$ cat src/dcs_pkg.sv
// Package for the DMA controller status block: offsets, fields, reset values.
package dcs_pkg;
  localparam int NUM_CH = 8;
  localparam int CH_W = 3;
  localparam int ADDR_W = 16;
  // Register byte offsets
  localparam logic [11:0] OFF_COLLISION = 12'h000;
  localparam logic [11:0] OFF_ACTIVITY = 12'h004;
  localparam logic [11:0] OFF_LAST_ADDR = 12'h008;
  localparam logic [11:0] OFF_IRQ_STATUS = 12'h00C;
  localparam logic [11:0] OFF_IRQ_ENABLE = 12'h010;
  localparam logic [11:0] OFF_IRQ_CLEAR = 12'h014;
  // Field positions
  localparam int PWCOL_LSB = 8;
  localparam int RWCOL_LSB = 0;
  localparam int LAST_CH_LSB = 8;
  localparam int PP_LSB = 0;
  // Reset values
  localparam logic [3:0] LAST_CH_NONE = 4'hF;
  localparam logic [15:0] COLL_RST = 16'h0000;
  localparam logic [15:0] ADDR_RST = 16'h0000;
  localparam logic [7:0] PP_RST = 8'h00;
  // Interrupt status bits
  localparam int IRQ_PWCOL = 0;
  localparam int IRQ_RWCOL = 1;
  localparam int IRQ_XFER = 2;
  localparam int IRQ_W = 3;
endpackage

$ cat src/dcs_status.sv
// DMA controller status logic: collision flags, last channel, ping-pong, last address.
//
// Register access over APB and the register offsets are this design's own decisions.
`timescale 1ns/1ps

//
// Contract
// - Per-channel peripheral write collision flag at bit 8+n, sticky until cleared.
// - Per-channel RAM write collision flag at bit n, sticky until cleared.
// - Second status register bits 11:8 hold last channel, reset to 1111.
// - Each completed transfer loads last channel with its binary channel number.
// - 1111 only before first transfer; codes 1000-1110 never produced.
// - Ping-pong bit n is 1 on secondary start address, 0 on primary; resets 0.
// - Sixteen-bit register captures latest RAM address accessed; resets zero.
// - Bits 15:12 of second status register read zero, writes ignored.
// - In ping-pong modes channel toggles buffer after each block.
module dcs_status (
  input wire logic clk_i,
  input wire logic resetn_i,
  input wire logic psel_i,
  input wire logic penable_i,
  input wire logic pwrite_i,
  input wire logic [11:0] paddr_i,
  input wire logic [31:0] pwdata_i,
  input wire logic [3:0] pstrb_i,
  output logic [31:0] prdata_o,
  output logic pready_o,
  output logic pslverr_o,
  input wire logic xfer_done_i,
  input wire logic [dcs_pkg::CH_W-1:0] xfer_ch_i,
  input wire logic [dcs_pkg::NUM_CH-1:0] periph_collide_i,
  input wire logic [dcs_pkg::NUM_CH-1:0] ram_collide_i,
  input wire logic [dcs_pkg::NUM_CH-1:0] block_done_i,
  input wire logic [dcs_pkg::NUM_CH-1:0] pingpong_mode_i,
  input wire logic ram_access_i,
  input wire logic [dcs_pkg::ADDR_W-1:0] ram_addr_i,
  output logic irq_o
);
  import dcs_pkg::*;

  ////////////////////////////////////////////////////////////////////////////
  // Bus decode
  logic wr_en;
  logic rd_en;
  logic addr_ok;
  logic wr_coll;
  logic wr_ien;
  logic wr_iclr;
  assign wr_en = psel_i && penable_i && pwrite_i;
  assign rd_en = psel_i && penable_i && !pwrite_i;
  assign addr_ok = (paddr_i == OFF_COLLISION) || (paddr_i == OFF_ACTIVITY) ||
                   (paddr_i == OFF_LAST_ADDR) || (paddr_i == OFF_IRQ_STATUS) ||
                   (paddr_i == OFF_IRQ_ENABLE) || (paddr_i == OFF_IRQ_CLEAR);
  assign wr_coll = wr_en && (paddr_i == OFF_COLLISION);
  assign wr_ien = wr_en && (paddr_i == OFF_IRQ_ENABLE) && pstrb_i[0];
  assign wr_iclr = wr_en && (paddr_i == OFF_IRQ_CLEAR) && pstrb_i[0];
  // Zero-wait slave; unmapped addresses answer with an error
  assign pready_o = 1'b1;
  assign pslverr_o = psel_i && penable_i && !addr_ok;

  ////////////////////////////////////////////////////////////////////////////
  // Collision flags
  logic [15:0] coll_ff;
  logic [15:0] nxt_coll;
  logic [15:0] coll_set;
  logic [15:0] coll_keep;
  assign coll_set = {periph_collide_i, ram_collide_i};
  // Byte lane gating; a zero bit written clears, a one keeps
  assign coll_keep = wr_coll ? (pwdata_i[15:0] | {{8{!pstrb_i[1]}}, {8{!pstrb_i[0]}}})
                             : 16'hFFFF;
  // Set beats a simultaneous clear so no collision is lost
  assign nxt_coll = (coll_ff & coll_keep) | coll_set;
  always_ff @(posedge clk_i or negedge resetn_i) begin
    if (!resetn_i) begin
      coll_ff <= COLL_RST;
    end else begin
      coll_ff <= nxt_coll;
    end
  end

  ////////////////////////////////////////////////////////////////////////////
  // Last active channel
  logic [3:0] last_ch_ff;
  always_ff @(posedge clk_i or negedge resetn_i) begin
    if (!resetn_i) begin
      last_ch_ff <= LAST_CH_NONE;
    end else if (xfer_done_i) begin
      // Zero-extended 3-bit code can never reach 1000-1111
      last_ch_ff <= {1'b0, xfer_ch_i};
    end
  end

  ////////////////////////////////////////////////////////////////////////////
  // Ping-pong buffer select, one bit per channel
  logic [NUM_CH-1:0] pp_ff;
  genvar gi;
  generate
    for (gi = 0; gi < NUM_CH; gi++) begin : g_pp
      always_ff @(posedge clk_i or negedge resetn_i) begin
        if (!resetn_i) begin
          pp_ff[gi] <= 1'b0;
        end else if (!pingpong_mode_i[gi]) begin
          // Outside ping-pong the channel always runs from the primary buffer
          pp_ff[gi] <= 1'b0;
        end else if (block_done_i[gi]) begin
          pp_ff[gi] <= !pp_ff[gi];
        end
      end
    end
  endgenerate

  ////////////////////////////////////////////////////////////////////////////
  // Most recent RAM address
  logic [ADDR_W-1:0] last_addr_ff;
  always_ff @(posedge clk_i or negedge resetn_i) begin
    if (!resetn_i) begin
      last_addr_ff <= ADDR_RST;
    end else if (ram_access_i) begin
      last_addr_ff <= ram_addr_i;
    end
  end

  ////////////////////////////////////////////////////////////////////////////
  // Interrupts
  logic [IRQ_W-1:0] ist_ff;
  logic [IRQ_W-1:0] ien_ff;
  logic [IRQ_W-1:0] ev;
  assign ev[IRQ_PWCOL] = |periph_collide_i;
  assign ev[IRQ_RWCOL] = |ram_collide_i;
  assign ev[IRQ_XFER] = xfer_done_i;
  always_ff @(posedge clk_i or negedge resetn_i) begin
    if (!resetn_i) begin
      ist_ff <= '0;
    end else if (wr_iclr) begin
      ist_ff <= (ist_ff & ~pwdata_i[IRQ_W-1:0]) | ev;
    end else begin
      ist_ff <= ist_ff | ev;
    end
  end
  always_ff @(posedge clk_i or negedge resetn_i) begin
    if (!resetn_i) begin
      ien_ff <= '0;
    end else if (wr_ien) begin
      ien_ff <= pwdata_i[IRQ_W-1:0];
    end
  end
  assign irq_o = |(ist_ff & ien_ff);

  ////////////////////////////////////////////////////////////////////////////
  // Read data, registered on the setup phase
  logic [31:0] nxt_rdata;
  logic [31:0] rdata_ff;
  always_comb begin
    nxt_rdata = 32'h0000_0000;
    unique case (paddr_i)
      OFF_COLLISION: nxt_rdata = {16'h0000, coll_ff};
      // Upper bits of the activity word are unimplemented and read zero
      OFF_ACTIVITY: nxt_rdata = {20'h0_0000, last_ch_ff, pp_ff};
      OFF_LAST_ADDR: nxt_rdata = {16'h0000, last_addr_ff};
      OFF_IRQ_STATUS: nxt_rdata = {29'h0000_0000, ist_ff};
      OFF_IRQ_ENABLE: nxt_rdata = {29'h0000_0000, ien_ff};
      default: nxt_rdata = 32'h0000_0000;
    endcase
  end
  always_ff @(posedge clk_i or negedge resetn_i) begin
    if (!resetn_i) begin
      rdata_ff <= 32'h0000_0000;
    end else if (psel_i && !penable_i && !pwrite_i) begin
      rdata_ff <= nxt_rdata;
    end
  end
  assign prdata_o = rd_en ? rdata_ff : 32'h0000_0000;
endmodule

$ cat config.mk
export PLATFORM = sky130hd
export DESIGN_NAME = dcs_status
export DESIGN_NICKNAME = d
export VERILOG_FILES = /design/src/dcs_pkg.sv /design/src/dcs_status.sv
export SDC_FILE = /design/constraint.sdc
export NUM_CORES = 1
export LEC_CHECK = 0
export BUFFER_PORTS_ARGS = -buffer_cell sky130_fd_sc_hd__buf_2
export CAP_MARGIN = 25
export CORE_UTILIZATION = 43
export DETAILED_ROUTE_END_ITERATION = 16
export PLACE_DENSITY = 0.78
export SYNTH_ARGS = -nofsm -noshare
export SYNTH_HDL_FRONTEND = slang
export SYNTH_SLANG_ARGS = --single-unit
$ cat constraint.sdc
create_clock -name clk_i -period 1.6 [get_ports clk_i]
set_clock_uncertainty 0.1 [all_clocks]
set_input_delay 0.4 -clock clk_i [delete_from_list [all_inputs] [get_ports clk_i]]
set_output_delay 0.4 -clock clk_i [all_outputs]
set_load 0.01 [all_outputs]
# ---- Word level (Yosys, flattened, before mapping)
# Cells that the tools add are included.
dict set report totals {
  out_inout_bits 35
  reg_bits 82
  elab_cells 88
  in_bits 106
}
dict set report classes {
  n_mux 20
  bitwise_logic 8
  n_eq_ne 13
  n_reduce_logical 33
}
# op n
set ops {}
lappend ops {{16-bit case mux with 5 select lines} 1}
lappend ops {{32-bit two-way mux} 1}
lappend ops {{16-bit bitwise OR} 2}
lappend ops {{12-bit by 4-bit == test with 1-bit output, second input constant} 2}
lappend ops {{12-bit by 5-bit == test with 1-bit output, second input constant} 2}
lappend ops {{16-bit bitwise AND} 1}
lappend ops {{1-bit two-way mux} 16}
lappend ops {{16-bit two-way mux} 1}
lappend ops {{2-bit inequality test, second input constant} 8}
lappend ops {{8-bit OR reduction} 2}
lappend ops {{1-bit zero test} 13}
lappend ops {{12-bit by 3-bit == test with 1-bit output, second input constant} 1}
lappend ops {{12-bit zero test} 1}
lappend ops {{1-bit logical AND} 11}
lappend ops {{3-bit bitwise AND} 2}
lappend ops {{3-bit bitwise OR} 2}
lappend ops {{1-bit logical OR} 5}
lappend ops {{3-bit two-way mux} 1}
lappend ops {{3-bit NOT} 1}
lappend ops {{3-bit OR reduction} 1}

# ---- Depth between registers and ports, before layout
dict set report depth {
  ltp_word 8
  depth_mapped 6
  ltp_nobuf 4
}

# ---- Worst setup path after synthesis
# Ideal clock, no wire load.
dict set report synth_path {
  kind {input to register}
  startpoint {input paddr_i[4]}
  endpoint {register coll_ff[10]}
  n_path_buf 2
  setup_ns 0.118
  path_stages 6
  arrival_time_ns 1.622
  path_slack_ns -0.240
  t_required_ns 1.382
  cell_sequence {buf_6 nor4_4 nand4_4 buf_6 or3b_1 a21o_1}
}
dict set report synth_via {
  elab_chain_cells 5
}
# item line
set synth_rtl {}
lappend synth_rtl {{start: declaration} dcs_status.sv:23} ;# input wire logic [11:0] paddr_i,
lappend synth_rtl {{12-bit zero test} dcs_status.sv:54} ;# assign wr_coll = wr_en && (paddr_i == OFF_COLLISION);
lappend synth_rtl {{1-bit logical AND} dcs_status.sv:54}
lappend synth_rtl {{16-bit two-way mux} dcs_status.sv:69} ;# assign coll_keep = wr_coll ? (pwdata_i[15:0] | {{8{!pstrb_i[1]}}, {8{!pstrb_i[0]}}})
lappend synth_rtl {{16-bit bitwise AND} dcs_status.sv:72} ;# assign nxt_coll = (coll_ff & coll_keep) | coll_set;
lappend synth_rtl {{16-bit bitwise OR} dcs_status.sv:72}
lappend synth_rtl {{net nxt_coll[10]} dcs_status.sv:64} ;# logic [15:0] nxt_coll;
lappend synth_rtl {{end signal: assignment} dcs_status.sv:77} ;# coll_ff <= nxt_coll;
lappend synth_rtl {{end: declaration} dcs_status.sv:63} ;# logic [15:0] coll_ff;
# The timed path passes the listed nets, and every way through them passes these cells.
# A chain may end at the register's enable or synchronous reset.

# ---- Worst setup path after layout
dict set report layout_path {
  startpoint {input paddr_i[1]}
  endpoint {output pslverr_o}
}
dict set report layout_via {
  elab_chain_cells 8
  word_cells_on_any_way 13
  cone_classes {eq/ne: 5; reduce/logical: 8}
}
# item line
set layout_rtl {}
lappend layout_rtl {{12-bit by 3-bit == test with 1-bit output or 12-bit zero test (tied branches)} dcs_status.sv:51} ;# assign addr_ok = (paddr_i == OFF_COLLISION) || (paddr_i == OFF_ACTIVITY) ||
lappend layout_rtl {{1-bit logical OR (2 in a row)} dcs_status.sv:51}
lappend layout_rtl {{1-bit logical OR (2 in a row)} dcs_status.sv:52} ;# (paddr_i == OFF_LAST_ADDR) || (paddr_i == OFF_IRQ_STATUS) ||
lappend layout_rtl {{1-bit logical OR (*)} dcs_status.sv:53} ;# (paddr_i == OFF_IRQ_ENABLE) || (paddr_i == OFF_IRQ_CLEAR);
lappend layout_rtl {{1-bit zero test (*)} dcs_status.sv:59} ;# assign pslverr_o = psel_i && penable_i && !addr_ok;
lappend layout_rtl {{1-bit logical AND (*)} dcs_status.sv:59}
lappend layout_rtl {{end: declaration} dcs_status.sv:28} ;# output logic pslverr_o,
# Mark *: on every way between the ends. The rest lies on a longest branch, timed or not.

==> impl_metrics.env <==
export IMPL_period_share_pct=113
export IMPL_placed_cell_area_um2=4010
export IMPL_cts_sinks=66
export IMPL_drtIter0Drc=105
export IMPL_final_cells=518
export IMPL_design_area_um2=4460
export IMPL_area_growth_pct=33.8
export IMPL_dpl_hpwl_um=5960
export IMPL_syn_instance_count=285
export IMPL_fin_hold_ws_ns=0.160
export IMPL_finalHoldViolCount=0
export IMPL_ys_ff_latch=66
export IMPL_dieArea_um2=8100
export IMPL_powerDensity_nw_per_um2=786
export IMPL_antenna_found_initial=0
export IMPL_slew_violations=0
export IMPL_rsz0062_at_grt="yes"
export IMPL_p_total_mw=3.50
export IMPL_cts_tree="done"
export IMPL_grt_pass1_wl_um=12900
export IMPL_power_leakage_nw=2.10
export IMPL_yosys_area_top_type="dfrtp_1"
export IMPL_slowest_delay_ns=0.36
export IMPL_path_buf_inv=2
export IMPL_synth_edf_count=0
export IMPL_vias_per_cell=5.11
export IMPL_finalCriticalPeriod_ns=1.81
export IMPL_preCtsSetupSlack_ns=-0.431
export IMPL_failed_checks="setup timing"
export IMPL_max_freq_mhz=553
export IMPL_clk_path_buf_depth=2
export IMPL_portBuffers=105
export IMPL_wl_um=8260
export IMPL_avgRoutedWirePerCell_um=15.9
export IMPL_critPathMaxFanout=4
export IMPL_critPathCaptureType="output port"
export IMPL_die_x_um=90.0
export IMPL_row_count=31
export IMPL_cp_required_ns=1.10
export IMPL_die_y_um=90.0
export IMPL_final_util_pct=60.5
export IMPL_multi_input_area_um2=1640
export IMPL_synth_ff_type="dfrtp_1"
export IMPL_cp_data_arrival_time_ns=1.31
export IMPL_async_flop_share_pct=100
export IMPL_layout_setup_ws_ns=-0.207
export IMPL_drc=0
export IMPL_cts_htree_levels=3
export IMPL_status="complete, but fails checks"
export IMPL_yosysMostFrequentCell="dfrtp_1"
export IMPL_ys_seq_area_share_pct=49.7
export IMPL_ys_warnings_count=0
export IMPL_grt_max_degree=23
export IMPL_synth_area_leaders="dfrtp_1 47%, mux2_2 7.4%, mux2i_1 5.7%"
export IMPL_crit_slowest_cell="nor3_4"
export IMPL_hold_class="in2reg"
export IMPL_critical_path_class="in2out"
export IMPL_initial_core_util_pct=45.2
export IMPL_cap_violations=0
export IMPL_coreArea_um2=7370
export IMPL_n_antenna_cell=0
export IMPL_synth_cell_types=39
export IMPL_setup_viol=27
export IMPL_via_count=2646
export IMPL_clk_pin_slew_ns=0.07
export IMPL_ir_drop_mv=0.578
export IMPL_drtPass1Iterations=4
export IMPL_gr_total_overflow=0
export IMPL_drtAntennaViolNets=0
export IMPL_timing_setup_tns_ns=-1.55
export IMPL_grt_usage_pct=20.4
export IMPL_path_delay_family="simple AND/OR/NAND/NOR gates"
export IMPL_register_area_um2=1660
export IMPL_syn_area_per_cell_um2=11.7
export IMPL_worstSetupStartpointType="input pin"
export IMPL_io_pins=141
export IMPL_nets=520
export IMPL_grt_pass1_vias=2615
export IMPL_worstPathCellList="buf_6 > nor3_4 > and3_4 > a21oi_2 > buf_2"
export IMPL_nFillCells=611
export IMPL_layout_drive_gt1_share_pct=45.8
export IMPL_place_inst=492
export IMPL_cts_buffers=9
export IMPL_synth_commonest_cells="62 x dfrtp_1, 24 x and2_1, 22 x mux2_2, 20 x nand2_1"
export IMPL_cts_root_buf="clkbuf_8"
export IMPL_insertion_delay_ns=0.33
export IMPL_synth_top_area_share_pct=46.6
export IMPL_netlist_area_um2=3330
export IMPL_routabilityCongestion=0.861
## final timing paths
check                                end             start  slack [ns]  depth (start not counted)
max                            pslverr_o        paddr_i[1]       -0.21                          5
max reg2reg                  rdata_ff[1]         ien_ff[1]        0.26                          5
min reg2reg                last_ch_ff[3]     last_ch_ff[3]        0.38                          1
min in group asynchronous     coll_ff[5]          resetn_i        0.45                          2
min                           coll_ff[7]  ram_collide_i[7]        0.16                          2
max in group asynchronous  last_ch_ff[0]          resetn_i        0.39                          3
## sequential cells by signal (all words and copies together) (netlist names)
| name | cells |
|---|---|
| rdata_ff | 16 |
| ien_ff | 3 |
| last_ch_ff | 4 |
| last_addr_ff | 16 |
| pp_ff | 8 |
| coll_ff | 16 |
| ist_ff | 3 |
## cell type report
type | count | area share (%)
timing repair buffer | 130 | 19.5
multi-input combinational | 206 | 36.7
clock buffer | 16 | 3.82
tap | 99 | 2.78
inverter | 1 | 0.0842
sequential | 66 | 37.2
## cell usage in the layout (no fill, tap or decap), types with 17 or more instances in the layout
master / n
buf_2: 89
dfrtp_1: 62
nand2_1: 20
mux2_2: 20
a21o_1: 19
mux2i_1: 19
buf_4: 19
or3b_1: 17
conb_1: 17
## worst register-to-register path: stages (launching register included)
cell and delay [ns]:
dfrtp_1 0.34, buf_4 0.11, mux2i_1 0.07, o32ai_1 0.42
a21oi_1 0.07, o21ai_0 0.15
## routing by layer
| layer | routed length (um) | vias up | GRT usage (%) |
|---|---|---|---|
| met5 | 0 | - | 0 |
| met4 | 119 | 0 | 7.93 |
| met3 | 431 | 10 | 4.15 |
| met2 | 3990 | 103 | 31.9 |
| met1 | 3710 | 1275 | 27.8 |
| li1 | - | 1258 | - |
## cell families after synthesis
kind of cell    Yosys count  share of synthesized area (%)
xor+xnor                  8                           2.10
simple gates             86                           18.3
mux                      41                           13.1
flops                    66                           49.7
buf+inv                  30                           5.78
other cells               2                          0.225
compound gates           52                           10.7
## power breakdown
| group | leakage [nW] | total (mW) | internal, mW | switching, mW |
|---|---|---|---|---|
| Combinational | 1.25 | 0.479 | 0.242 | 0.237 |
| Clock | 0.0850 | 1.24 | 0.652 | 0.588 |
| Sequential | 0.764 | 1.78 | 1.74 | 0.0397 |
## what timing repair did
action | in CTS | in global routing
hold endpoints to repair | 14 | 0
endpoints found under the setup margin | 41 | 31
cloned | 1 | 1
pin swaps | 14 | 23
hold buffers | 1 | 0
gates resized for setup | 11 | 36
setup buffers | 2 | 5
Power figures use the tool's default switching activity.
